File: src/shared/home_return_map.vh
`ifndef HOME_RETURN_MAP_VH
`define HOME_RETURN_MAP_VH
// ----------------------------------------
// Register offsets (byte addresses)
// ----------------------------------------
`define REG_CTRL        8'h00
`define REG_METHOD      8'h04
`define REG_STATUS      8'h08
`define REG_IRQ_STAT    8'h0C
`define REG_IRQ_MASK    8'h10
`define REG_CUR_POS     8'h14
`define REG_DISP_POS    8'h18
`define REG_OFFSET      8'h1C
`define REG_ALLOC       8'h20
`define REG_FLAGS       8'h40
// ----------------------------------------
// Method codes
// ----------------------------------------
`define METH_DOG1       4'h0
`define METH_DOG2       4'h1
`define METH_LIMIT2     4'h2
`define METH_HIGHSPEED  4'h3
`define METH_ABS_SET    4'h4
`define METH_DATA_SET   4'h5
// ----------------------------------------
// Amplifier input allocation words
// ----------------------------------------
`define ALLOC_A_IN1     32'h0032_3232
`define ALLOC_A_IN2     32'h0081_8181
`define ALLOC_A_IN3     32'h0082_8282
`define ALLOC_A_IN4     32'h002E_2E2E
`define ALLOC_A_IN5     32'h0022_2222
`define ALLOC_A_IN6     32'h0021_2121
`define ALLOC_A_IN7     32'h002B_2B2B
`define ALLOC_A_IN8     32'h0031_3131
`define ALLOC_B_IN2     32'h0000_0000
`define ALLOC_B_IN6     32'h0001_0101
`define ALLOC_B_IN7     32'h0002_0202
// ----------------------------------------
// Error code and field positions
// ----------------------------------------
`define ERR_LATCH_ALLOC 16'h0821
`define ERR_NOT_ALLOWED 16'h0822
`define CTRL_START_BIT  0
`define CTRL_DEVCLR_BIT 1
`define CTRL_ABSENC_BIT 2
`define CTRL_NEWAMP_BIT 3
`define CTRL_DIR_BIT    4
`define IRQ_DONE_BIT    0
`define IRQ_ERR_BIT     1
`define IRQ_REV_BIT     2
`define IRQ_W           3
`endif

File: src/logic/axis_motion.v
`default_nettype none
`include "home_return_map.vh"
// ----------------------------------------
// Simple axis mover toward a target
// ----------------------------------------
module axis_motion #(
   parameter POS_W = 32
) (
   // Clock and reset
   input  wire             i_sys_clk,
   input  wire             i_srst,
   // Command
   input  wire             i_go,
   input  wire [POS_W-1:0] i_target,
   input  wire             i_seek,
   input  wire             i_seek_fwd,
   input  wire             i_abort,
   // Feedback
   input  wire [POS_W-1:0] i_pos,
   // Status
   output reg              o_moving,
   output reg              o_fwd,
   output reg              o_arrived
);
   reg             seek_r;
   reg [POS_W-1:0] target_r;
   always @(posedge i_sys_clk)
   begin
      o_arrived <= 1'b0;
      if (i_srst)
      begin
         o_moving <= 1'b0;
         o_fwd    <= 1'b0;
         seek_r   <= 1'b0;
         target_r <= {POS_W{1'b0}};
      end
      else if (i_go)
      begin
         o_moving <= 1'b1;
         seek_r   <= i_seek;
         target_r <= i_target;
         o_fwd    <= i_seek ? i_seek_fwd : ($signed(i_target) > $signed(i_pos));
      end
      else if (o_moving)
      begin
         if (i_abort)
         begin
            o_moving  <= 1'b0;
            o_arrived <= 1'b1;
         end
         else if (!seek_r && i_pos == target_r)
         begin
            o_moving  <= 1'b0;
            o_arrived <= 1'b1;
         end
         else if (!seek_r)
            o_fwd <= ($signed(target_r) > $signed(i_pos));
      end
   end
endmodule
`default_nettype wire

File: src/logic/home_return_sequencer.v
`default_nettype none
`include "home_return_map.vh"
module home_return_sequencer #(
   parameter POS_W = 32
) (
   // Clock and reset
   input  wire             i_sys_clk,
   input  wire             i_srst,
   // Avalon-MM slave
   input  wire [7:0]       i_avs_address,
   input  wire             i_avs_read,
   input  wire             i_avs_write,
   input  wire [31:0]      i_avs_writedata,
   output reg  [31:0]      o_avs_readdata,
   output wire             o_avs_waitrequest,
   // Axis 1 contacts from the control unit
   input  wire             i_axis1_home_start_request,
   input  wire             i_axis1_servo_on_request,
   input  wire             i_axis1_servo_off_request,
   output reg              o_axis1_busy_contact,
   output reg              o_axis1_home_done_contact,
   output reg              o_axis1_servo_locked_contact,
   output reg              o_error_notify_contact,
   // Amplifier side
   input  wire [POS_W-1:0] i_amp_position,
   input  wire             i_positive_overtravel_limit,
   input  wire             i_negative_overtravel_limit,
   input  wire             i_near_home_sensor,
   output reg              o_amp_zero_position,
   output reg              o_deviation_clear,
   output wire             o_move_active,
   output wire             o_move_fwd,
   // Interrupt
   output wire             o_irq
);
   // ----------------------------------------
   // Input synchronisers
   // ----------------------------------------
   reg [5:0] sync1_r;
   reg [5:0] sync2_r;
   always @(posedge i_sys_clk)
   begin
      sync1_r <= {i_axis1_home_start_request, i_axis1_servo_on_request,
                  i_axis1_servo_off_request, i_positive_overtravel_limit,
                  i_negative_overtravel_limit, i_near_home_sensor};
      sync2_r <= sync1_r;
   end
   wire start_s  = sync2_r[5];
   wire son_s    = sync2_r[4];
   wire soff_s   = sync2_r[3];
   wire plim_s   = sync2_r[2];
   wire nlim_s   = sync2_r[1];
   wire home_s   = sync2_r[0];
   reg  start_d_r;
   wire start_pulse = start_s & ~start_d_r;
   // ----------------------------------------
   // Registers
   // ----------------------------------------
   reg [4:0]       ctrl_r;
   reg [3:0]       method_r;
   reg [31:0]      alloc_r [0:7];
   reg [POS_W-1:0] offset_r;
   reg [15:0]      err_code_r;
   reg [`IRQ_W-1:0] irq_stat_r;
   reg [`IRQ_W-1:0] irq_mask_r;
   reg              rd_ack_r;
   wire wr = i_avs_write;
   wire [2:0] alloc_idx = i_avs_address[4:2];
   wire alloc_hit = (i_avs_address[7:5] == 3'b001) || (i_avs_address[7:5] == 3'b010);
   assign o_avs_waitrequest = i_avs_read & ~rd_ack_r;
   assign o_irq = |(irq_stat_r & irq_mask_r);
   // ----------------------------------------
   // Sequencer states
   // ----------------------------------------
   localparam [3:0] ST_IDLE = 4'b0001;
   localparam [3:0] ST_MOVE = 4'b0010;
   localparam [3:0] ST_SET  = 4'b0100;
   localparam [3:0] ST_DONE = 4'b1000;
   reg [3:0] state_r;
   reg       go_r;
   reg       seek_r;
   reg       seek_fwd_r;
   reg       abort_r;
   wire      moving;
   wire      arrived;
   wire [POS_W-1:0] disp_pos = i_amp_position - offset_r;
   // Default allocation present when inputs 2 and 6 hold factory words
   wire alloc_default = (alloc_r[1] == `ALLOC_A_IN2) && (alloc_r[5] == `ALLOC_A_IN6);
   wire meth_second = (method_r == `METH_DOG2) || (method_r == `METH_LIMIT2);
   wire abs_only = ctrl_r[`CTRL_ABSENC_BIT] & ~ctrl_r[`CTRL_NEWAMP_BIT];
   wire meth_abs = (method_r == `METH_HIGHSPEED) || (method_r == `METH_ABS_SET);
   axis_motion #(
      .POS_W      (POS_W)
   ) u_motion (
      .i_sys_clk  (i_sys_clk),
      .i_srst     (i_srst),
      .i_go       (go_r),
      .i_target   (offset_r),  // Position 0 of display frame
      .i_seek     (seek_r),
      .i_seek_fwd (seek_fwd_r),
      .i_abort    (abort_r),
      .i_pos      (i_amp_position),
      .o_moving   (moving),
      .o_fwd      (o_move_fwd),
      .o_arrived  (arrived)
   );
   assign o_move_active = moving;
   // Limit on travel side while seeking: reverse
   wire lim_hit = moving & seek_r & ((o_move_fwd & plim_s) | (~o_move_fwd & nlim_s));
   // ----------------------------------------
   // Interrupt events
   // ----------------------------------------
   wire start_any = start_pulse ||
                    (wr && i_avs_address == `REG_CTRL && i_avs_writedata[`CTRL_START_BIT]);
   wire start_bad = (meth_second && alloc_default) || (abs_only && !meth_abs);
   wire [`IRQ_W-1:0] irq_evt = {(state_r == ST_MOVE) & lim_hit,
                                (state_r == ST_IDLE) & start_any & start_bad,
                                state_r == ST_DONE};
   always @(posedge i_sys_clk)
   begin
      go_r                <= 1'b0;
      abort_r             <= 1'b0;
      o_amp_zero_position <= 1'b0;
      o_deviation_clear   <= 1'b0;
      if (i_srst)
      begin
         state_r      <= ST_IDLE;
         start_d_r    <= 1'b0;
         ctrl_r       <= 5'h00;
         method_r     <= `METH_DOG1;
         offset_r     <= {POS_W{1'b0}};
         err_code_r   <= 16'h0000;
         irq_stat_r   <= {`IRQ_W{1'b0}};
         irq_mask_r   <= {`IRQ_W{1'b0}};
         seek_r       <= 1'b0;
         seek_fwd_r   <= 1'b0;
         o_axis1_busy_contact         <= 1'b0;
         o_axis1_home_done_contact    <= 1'b0;
         o_axis1_servo_locked_contact <= 1'b0;
         o_error_notify_contact       <= 1'b0;
         alloc_r[0] <= `ALLOC_A_IN1;
         alloc_r[1] <= `ALLOC_A_IN2;
         alloc_r[2] <= `ALLOC_A_IN3;
         alloc_r[3] <= `ALLOC_A_IN4;
         alloc_r[4] <= `ALLOC_A_IN5;
         alloc_r[5] <= `ALLOC_A_IN6;
         alloc_r[6] <= `ALLOC_A_IN7;
         alloc_r[7] <= `ALLOC_A_IN8;
      end
      else
      begin
         start_d_r <= start_s;
         if (son_s)
            o_axis1_servo_locked_contact <= 1'b1;
         else if (soff_s)
            o_axis1_servo_locked_contact <= 1'b0;
         if (wr && i_avs_address == `REG_CTRL)
         begin
            ctrl_r            <= i_avs_writedata[4:0];
            o_deviation_clear <= i_avs_writedata[`CTRL_DEVCLR_BIT];
         end
         if (wr && i_avs_address == `REG_METHOD)
            method_r <= i_avs_writedata[3:0];
         if (wr && i_avs_address == `REG_IRQ_MASK)
            irq_mask_r <= i_avs_writedata[`IRQ_W-1:0];
         if (wr && alloc_hit && i_avs_address[7:5] == 3'b001)
            alloc_r[alloc_idx] <= i_avs_writedata;
         case (state_r)
            ST_IDLE:
            begin
               // Start with limit already active is accepted
               if (start_pulse || (wr && i_avs_address == `REG_CTRL
                                   && i_avs_writedata[`CTRL_START_BIT]))
               begin
                  if (meth_second && alloc_default)
                  begin
                     err_code_r             <= `ERR_LATCH_ALLOC;
                     o_error_notify_contact <= 1'b1;
                  end
                  else if (abs_only && !meth_abs)
                  begin
                     err_code_r             <= `ERR_NOT_ALLOWED;
                     o_error_notify_contact <= 1'b1;
                  end
                  else
                  begin
                     o_axis1_busy_contact      <= 1'b1;
                     o_axis1_home_done_contact <= 1'b0;
                     o_error_notify_contact    <= 1'b0;
                     if (method_r == `METH_ABS_SET || method_r == `METH_DATA_SET)
                        state_r <= ST_SET;
                     else
                     begin
                        go_r       <= 1'b1;
                        seek_r     <= (method_r != `METH_HIGHSPEED);
                        seek_fwd_r <= ctrl_r[`CTRL_DIR_BIT];
                        state_r    <= ST_MOVE;
                     end
                  end
               end
            end
            ST_MOVE:
            begin
               if (lim_hit)
               begin
                  go_r                  <= 1'b1;
                  seek_fwd_r            <= ~o_move_fwd;
               end
               else if (seek_r && home_s && moving)
                  abort_r <= 1'b1;
               if (arrived)
                  state_r <= ST_DONE;  // Deviation counter left alone
            end
            ST_SET:
            begin
               if (method_r == `METH_DATA_SET && ctrl_r[`CTRL_NEWAMP_BIT])
               begin
                  o_amp_zero_position <= 1'b1;
                  offset_r            <= {POS_W{1'b0}};
               end
               else
                  offset_r <= i_amp_position;
               state_r <= ST_DONE;
            end
            ST_DONE:
            begin
               o_axis1_busy_contact      <= 1'b0;
               o_axis1_home_done_contact <= 1'b1;
               state_r                   <= ST_IDLE;
            end
            default:
               state_r <= ST_IDLE;
         endcase
         // Set wins over write-one-to-clear
         if (wr && i_avs_address == `REG_IRQ_STAT)
            irq_stat_r <= (irq_stat_r & ~i_avs_writedata[`IRQ_W-1:0]) | irq_evt;
         else
            irq_stat_r <= irq_stat_r | irq_evt;
      end
   end
   // ----------------------------------------
   // Read wait state
   // ----------------------------------------
   // One wait state per read, so read data stand when waitrequest is low
   always @(posedge i_sys_clk)
   begin
      if (i_srst)
         rd_ack_r <= 1'b0;
      else
         rd_ack_r <= i_avs_read & ~rd_ack_r;
   end
   // ----------------------------------------
   // Read data
   // ----------------------------------------
   always @(posedge i_sys_clk)
   begin
      if (i_srst)
         o_avs_readdata <= 32'h0000_0000;
      else if (i_avs_read)
      begin
         case (i_avs_address)
            `REG_CTRL:     o_avs_readdata <= {27'h0, ctrl_r};
            `REG_METHOD:   o_avs_readdata <= {28'h0, method_r};
            `REG_STATUS:   o_avs_readdata <= {err_code_r, 12'h0, state_r};
            `REG_IRQ_STAT: o_avs_readdata <= {29'h0, irq_stat_r};
            `REG_IRQ_MASK: o_avs_readdata <= {29'h0, irq_mask_r};
            `REG_CUR_POS:  o_avs_readdata <= i_amp_position;
            `REG_DISP_POS: o_avs_readdata <= disp_pos;
            `REG_OFFSET:   o_avs_readdata <= offset_r;
            `REG_FLAGS:    o_avs_readdata <= {28'h0, o_error_notify_contact,
                                              o_axis1_servo_locked_contact,
                                              o_axis1_home_done_contact,
                                              o_axis1_busy_contact};
            default:
               o_avs_readdata <= alloc_hit && i_avs_address[7:5] == 3'b001 ?
                                 alloc_r[alloc_idx] : 32'h0000_0000;
         endcase
      end
   end
endmodule
`default_nettype wire

File: config.mk
export PLATFORM = sky130hd
export DESIGN_NAME = home_return_sequencer
export DESIGN_NICKNAME = d
export VERILOG_FILES = /design/src/logic/axis_motion.v /design/src/logic/home_return_sequencer.v
export VERILOG_INCLUDE_DIRS = /design/src /design/src/shared
export SDC_FILE = /design/constraint.sdc
export NUM_CORES = 1
export LEC_CHECK = 0
export BUFFER_PORTS_ARGS = -buffer_cell sky130_fd_sc_hd__buf_2
export CAP_MARGIN = 15
export CORE_MARGIN = 2
export CORE_UTILIZATION = 40
export DETAILED_ROUTE_END_ITERATION = 10
export HOLD_SLACK_MARGIN = 0.05
export PLACE_DENSITY_LB_ADDON = 0.05
export RECOVER_POWER = 25
export SYNTH_ARGS = -nofsm -noshare
export SYNTH_HDL_FRONTEND = slang
export SYNTH_SLANG_ARGS = --single-unit
File: constraint.sdc
create_clock -name i_sys_clk -period 7.1 [get_ports i_sys_clk]
set_clock_uncertainty 0.1 [all_clocks]
set_input_delay 1.065 -clock i_sys_clk [delete_from_list [all_inputs] [get_ports i_sys_clk]]
set_output_delay 1.065 -clock i_sys_clk [all_outputs]
set_load 0.005 [all_outputs]
== After elaboration in Yosys (flattened, before gate mapping) ==
Memories as Yosys holds them, arrays and structs flattened.
Index checks and enable logic that the tools add are counted.
Operators by class
  add/sub/neg operators: 1
  multiply operators: 0
  divide/modulo/power cells: 0
  magnitude comparators: 2
  equal/unequal tests: 32
  shift-type cells: 0
  muxes and demuxes: 58
  bitwise operators: 27
  reduce and logical (&&, ||, !) cells: 42
Operators by type and width (number)
  $pmux W32 S9: 1
  $mux W32: 3
  $gt A32 B32 Y1: 2
  $mux W1: 40
  $eq A32 B22 Y1 const B: 1
  $eq A32 B24 Y1 const B: 1
  $eq A32 B32 Y1: 1
  $eq A8 B5 Y1 const B: 4
  $mux W16: 2
  $reduce_or A32 Y1: 1
  $sub A32 B32 Y32: 1
  $eq A8 B4 Y1 const B: 2
  $mux W4: 4
  $ne A2 B2 Y1 const B: 8
  $logic_and A1 B1 Y1: 15
  $eq A4 B2 Y1 const B: 3
  $eq A4 B3 Y1 const B: 3
  $pmux W4 S3: 1
  $reduce_and A4 Y1: 3
  $not A1 Y1: 11
  $and A1 B1 Y1: 10
  $reduce_bool A2 Y1: 5
  $mux W3: 3
  $reduce_or A3 Y1: 3
  other kinds (21): 34
Storage, ports and cells
  register bits after elaboration: 159
  latch bits: 0
  RAM bits: 256
  bits in read-only memories: 0
  bits of input ports: 82
  logic and storage cells: 190
  memories: 1
Memory list
  alloc_r: depth 8, bits a word 32, rd ports 3, clocked after memory_dff 0, write ports 8, line home_return_sequencer.v:61  | reg [31:0] alloc_r [0:7];

== Logic depth before layout (Yosys ltp) ==
  depth in word-level cells: 9
  gate-level depth with buffers: 12
  mapped depth without buffers: 12

== By module ==
From an unflattened synthesis, not the netlist that was laid out.
Unflattened totals
  cell total of the unflattened synthesis: 1873
  area, all modules: 20986.4 µm²
By module, submodules not included
  home_return_sequencer: times used 1, cells each 1550, area an instance 18200.0 µm², seq. area each 9889.5 µm²
  axis_motion: times used 1, cells each 323, area an instance 2786.4 µm², seq. area each 720.7 µm²

== Least setup slack after synthesis ==
OpenSTA, ideal clock, no wires.
  path kind: input port to flip-flop
  start point: input i_amp_position[0]
  end point: register o_avs_readdata[28]
  arrival: 3.193 ns
  data required time: 6.878 ns
  path slack: 3.685 ns
  stages on the path: 12
  cell sequence: inv_1 > ha_1 > inv_1 > fa_1 > a21o_1 > a311o_1 > a221oi_2 > o31a_2 > nor2_2 > a31oi_4 > xor2_1 > o21ai_1
On the way
  cells in the longest elaborated chain, start to end: 2
Ends and longest elaborated chain
  start, declared: line home_return_sequencer.v:25  | input wire [POS_W-1:0] i_amp_position,
  $sub A32 B32 Y32: line home_return_sequencer.v:86  | wire [POS_W-1:0] disp_pos = i_amp_position - offset_r;
  $pmux W32 S9: line home_return_sequencer.v:261  | case (i_avs_address)
  end signal, assigned: line home_return_sequencer.v:262  | `REG_CTRL: o_avs_readdata <= {27'h0, ctrl_r};
  end signal, assigned: line home_return_sequencer.v:263  | `REG_METHOD: o_avs_readdata <= {28'h0, method_r};
  end signal, assigned: line home_return_sequencer.v:264  | `REG_STATUS: o_avs_readdata <= {err_code_r, 12'h0, state_r};
  end, declared: line home_return_sequencer.v:14  | output reg [31:0] o_avs_readdata,
Every way passes these cells.
A chain may end at the register's enable or synchronous reset.

==> implementation parameters <==
Parameter                              Value

Drt
  Number of violations reported at the end of detailed-routing iteration 0    1217
  Post-route antenna net violation count    0
  First-pass DRT Iterations    6
  Wire length reported by the detailed router    65410 um
  Remaining design rule violation count    0
  Avg WL per Cell    24.77 um
  Vias per std cell    5.674
  Vias after detailed routing    14990

Synth
  Top cells by area in the synthesized netlist    sky130_fd_sc_hd__edfxtp_1 (37%), sky130_fd_sc_hd__dfxtp_1 (14%), sky130_fd_sc_hd__mux4_2 (6.9%)
  Share of the yosys chip area belonging to registers    0.5082
  Fraction of synthesized cell area taken by the top area cell type    0.3682
  Cell type with the highest aggregate area in the netlist    sky130_fd_sc_hd__edfxtp_1
  Count of unique library cells instantiated by Yosys    86
  Post-synth ARST share    0
  Syn Inst Count    1841
  Yosys warning count    0
  Number of nets produced by synthesis    2019
  Post-synthesis register bit count    402
  Mean instance size in the synthesized netlist    11.34 um^2
  Top FF cell, synth    sky130_fd_sc_hd__edfxtp_1
  Post-synth EDFFs    256
  Post-Synthesis Cell Area    20880 um^2

Timing
  Remaining max-slew budget at the tightest pin    -0.9495
  Final number of hold-violating endpoints    0
  Achievable Freq    202.0 MHz
  Post-route fraction of the period consumed by the critical path    0.6973
  Pins over their slew limit    237
  RSZ-0062 raised after global routing    false
  Total Negative Setup Slacks    0 ps
  Final min period    4951 ps
  Final number of setup-violating endpoints    0
  Final hold slack    225.8 ps
  Transition time of the tightest slew-check pin    2924 ps

Power and ir drop
  Worst IR drop on VDD    0.0001778 V
  Power density cells    236.8 nW/um^2
  Total leakage power    8.620 nW
  Overall power after layout    0.005578 W

Critical path
  CP Max Fanout    53
  Crit Reg-Reg Endpoint    u_motion.o_fwd
  Critical path endpoint category    flip-flop
  FF-to-FF setup slack    3310 ps
  Data required time at the worst endpoint    7190 ps
  WS Path Type    input pin to flip-flop
  Startpoint of the most critical register-to-register path    go_r
  CP Launch Type    input pin
  Data arrival at the endpoint of the critical path    5040 ps
  Register-to-Register Path Depth    6

Floorplanning
  Vertical die dimension    232.5 um
  Floorplan die area    54040 um^2
  Number of I/O pins    124
  Core area    51510 um^2
  Horizontal die dimension    232.5 um
  Effective utilization at floorplan    0.4053
  Number of standard-cell rows in the floorplan    83

Global routing
  Vias in the first global route    15080
  Global-route met2 utilization    0.3931
  Largest net degree at the start of global routing    84
  Overflow after GRT    0
  Total routing resource utilization after global routing    0.2429
  Fraction of met3 tracks used by global routing    0.03235
  Wire length of the first global-routing pass    97760 um
  Met1 layer usage reported by global route    0.3419
  Initial antenna violation count    0
  Global route hottest layer    met2

Finish
  Diodes inserted    0
  Area growth from synthesis to layout    12.83%
  Post-layout net count    2102
  Share of final-layout standard cells stronger than drive strength 1    0.1525

Clock network
  Clock tree sinks    402
  Post-cts repair resize count    0
  Htree depth    2
  CTS Buf Count    48
  Hold-fix buffers at CTS    0
  Post-CTS repair timing setup buffer count    0
  Root buffer selected by CTS    sky130_fd_sc_hd__clkbuf_16
  Maximum number of buffers from clock root to sink    3
  Worst-skew pair later-pin latency    610 ps
  Clk pin slew, worst setup/hold paths    60 ps
  Clock tree from TritonCTS    built

Run status
  Failing checks    max-capacitance violations, max-slew violations
  Status    finished with violations

Place
  Placer's final routability congestion estimate    0.8762
  Post-detail-place hpwl    43780 um
  Quantity of I/O buffers inserted on ports    123

Min path
  Terminating pin of the worst hold path    sync2_r[2]
  Type of the tightest min-delay check    flip-flop to flip-flop
  Number of stages on the worst hold path    0
  Hold path startpoint    sync1_r[2]

Flow run
  Maxcap violations    5
[layout make-up]
cell class,instances,area (um^2)
Sequential cell,402,10610
Inverter,83,311.5
Tap cell,680,850.8
Fill cell,4894,27950
Timing Repair Buffer,149,769.5
Clock buffer,61,1295
Multi-Input combinational cell,1240,9482
Clock inverter,26,237.7
[critical path, stage by stage]
cell and delay (ps):
sky130_fd_sc_hd__clkbuf_1 1890, sky130_fd_sc_hd__nor2b_1 240, sky130_fd_sc_hd__nand4b_1 230, sky130_fd_sc_hd__buf_4 450
sky130_fd_sc_hd__nor2_1 80, sky130_fd_sc_hd__buf_4 270, sky130_fd_sc_hd__or2_2 720
[through the flow]
step,setup slack (ps),area (um^2),std cells,util
finish,2149,23560,2641,0.4573
global route,1818,23560,2641,0.4573
CTS,3388,23610,2641,0.4584
detailed placement,2771,22080,2554,0.4286
global placement,2759,22080,2554,0.4286
floorplan,3685,20880,1841,-
[cell usage after synthesis, types with 14 or more instances]
master	n
sky130_fd_sc_hd__buf_2	19
sky130_fd_sc_hd__a211oi_1	14
sky130_fd_sc_hd__and2_1	187
sky130_fd_sc_hd__dfxtp_1	146
sky130_fd_sc_hd__a21o_1	15
sky130_fd_sc_hd__mux4_2	64
sky130_fd_sc_hd__mux2i_1	76
sky130_fd_sc_hd__ha_1	95
sky130_fd_sc_hd__a22oi_1	57
sky130_fd_sc_hd__nand2_1	72
sky130_fd_sc_hd__nand4_1	22
sky130_fd_sc_hd__o211ai_1	19
sky130_fd_sc_hd__inv_1	83
sky130_fd_sc_hd__edfxtp_1	256
sky130_fd_sc_hd__nor3_1	29
sky130_fd_sc_hd__clkbuf_1	79
sky130_fd_sc_hd__a21oi_1	86
sky130_fd_sc_hd__nand3_1	21
sky130_fd_sc_hd__xor2_1	15
sky130_fd_sc_hd__nor2_1	152
sky130_fd_sc_hd__or3_1	69
sky130_fd_sc_hd__o21ai_0	47
[registers in the layout, indices dropped and copies added (netlist names), 3 cells and up]
signal             cells
offset_r              32
err_code_r             3
irq_mask_r             3
ctrl_r                 5
state_r                4
irq_stat_r             3
sync2_r                6
sync1_r                6
alloc_r              256
o_avs_readdata        32
method_r               4
u_motion.target_r     32
[power breakdown]
| part | leakage, nW | switching (W) | internal [W] |
|---|---|---|---|
| clock network | 0.759 | 0.00102 | 0.00140 |
| logic | 4.20 | 0.000328 | 0.000193 |
| registers | 3.66 | 0.0000516 | 0.00258 |
[routing by layer]
layer / vias up / routed length [um] / share of wire
li1: 6961 / - / -
met1: 7556 / 29780 / 0.46
met2: 385 / 30620 / 0.47
met3: 83 / 3489 / 0.053
met4: 0 / 1521 / 0.023
met5: - / 0 / 0
[worst max path at each step]
stage                                 start                  to  slack, ps  cells past startpoint
final                                i_srst      alloc_r[0][18]       2150                      7
after global routing                 i_srst       alloc_r[0][6]       1820                      7
after CTS                  i_avs_address[3]   o_avs_readdata[8]       3390                      9
after detailed placement   i_avs_address[3]   o_avs_readdata[8]       2770                      9
after global placement     i_avs_address[3]   o_avs_readdata[8]       2760                      9
after floorplan           i_amp_position[0]  o_avs_readdata[28]       3680                     12
[layout by cell type (no fill, tap or decap), types with 11 or more instances in the layout]
master,count
sky130_fd_sc_hd__edfxtp_1,256
sky130_fd_sc_hd__nand4_1,22
sky130_fd_sc_hd__nand2_1,72
sky130_fd_sc_hd__clkbuf_16,49
sky130_fd_sc_hd__nand3_1,21
sky130_fd_sc_hd__a22oi_1,57
sky130_fd_sc_hd__nor2_1,147
sky130_fd_sc_hd__and2_1,187
sky130_fd_sc_hd__o21ai_0,47
sky130_fd_sc_hd__xor2_1,15
sky130_fd_sc_hd__buf_2,95
sky130_fd_sc_hd__a21oi_1,86
sky130_fd_sc_hd__o211ai_1,19
sky130_fd_sc_hd__a211oi_1,14
sky130_fd_sc_hd__clkbuf_1,38
sky130_fd_sc_hd__xnor2_1,13
sky130_fd_sc_hd__clkinv_2,11
sky130_fd_sc_hd__nor2b_1,11
sky130_fd_sc_hd__or3_1,69
sky130_fd_sc_hd__buf_4,24
sky130_fd_sc_hd__dfxtp_1,145
sky130_fd_sc_hd__a21o_1,15
sky130_fd_sc_hd__mux2i_1,76
sky130_fd_sc_hd__mux4_2,64
sky130_fd_sc_hd__inv_1,83
sky130_fd_sc_hd__nor3_1,29
sky130_fd_sc_hd__ha_1,95
[logic make-up (layout without fill, tap and decap cells)]
group,after synthesis,after routing,synth area share
and+or+nand+nor,634,634,0.1648
AOI/OAI and AO/OA,339,339,0.1113
buffers and inverters,199,319,0.03901
xor gates and xnor gates,28,28,0.01175
DFF,402,402,0.5082
muxes,143,143,0.1071
adders and majority gates,96,96,0.05789
Note: power is estimated with default switching activity, not from simulation.
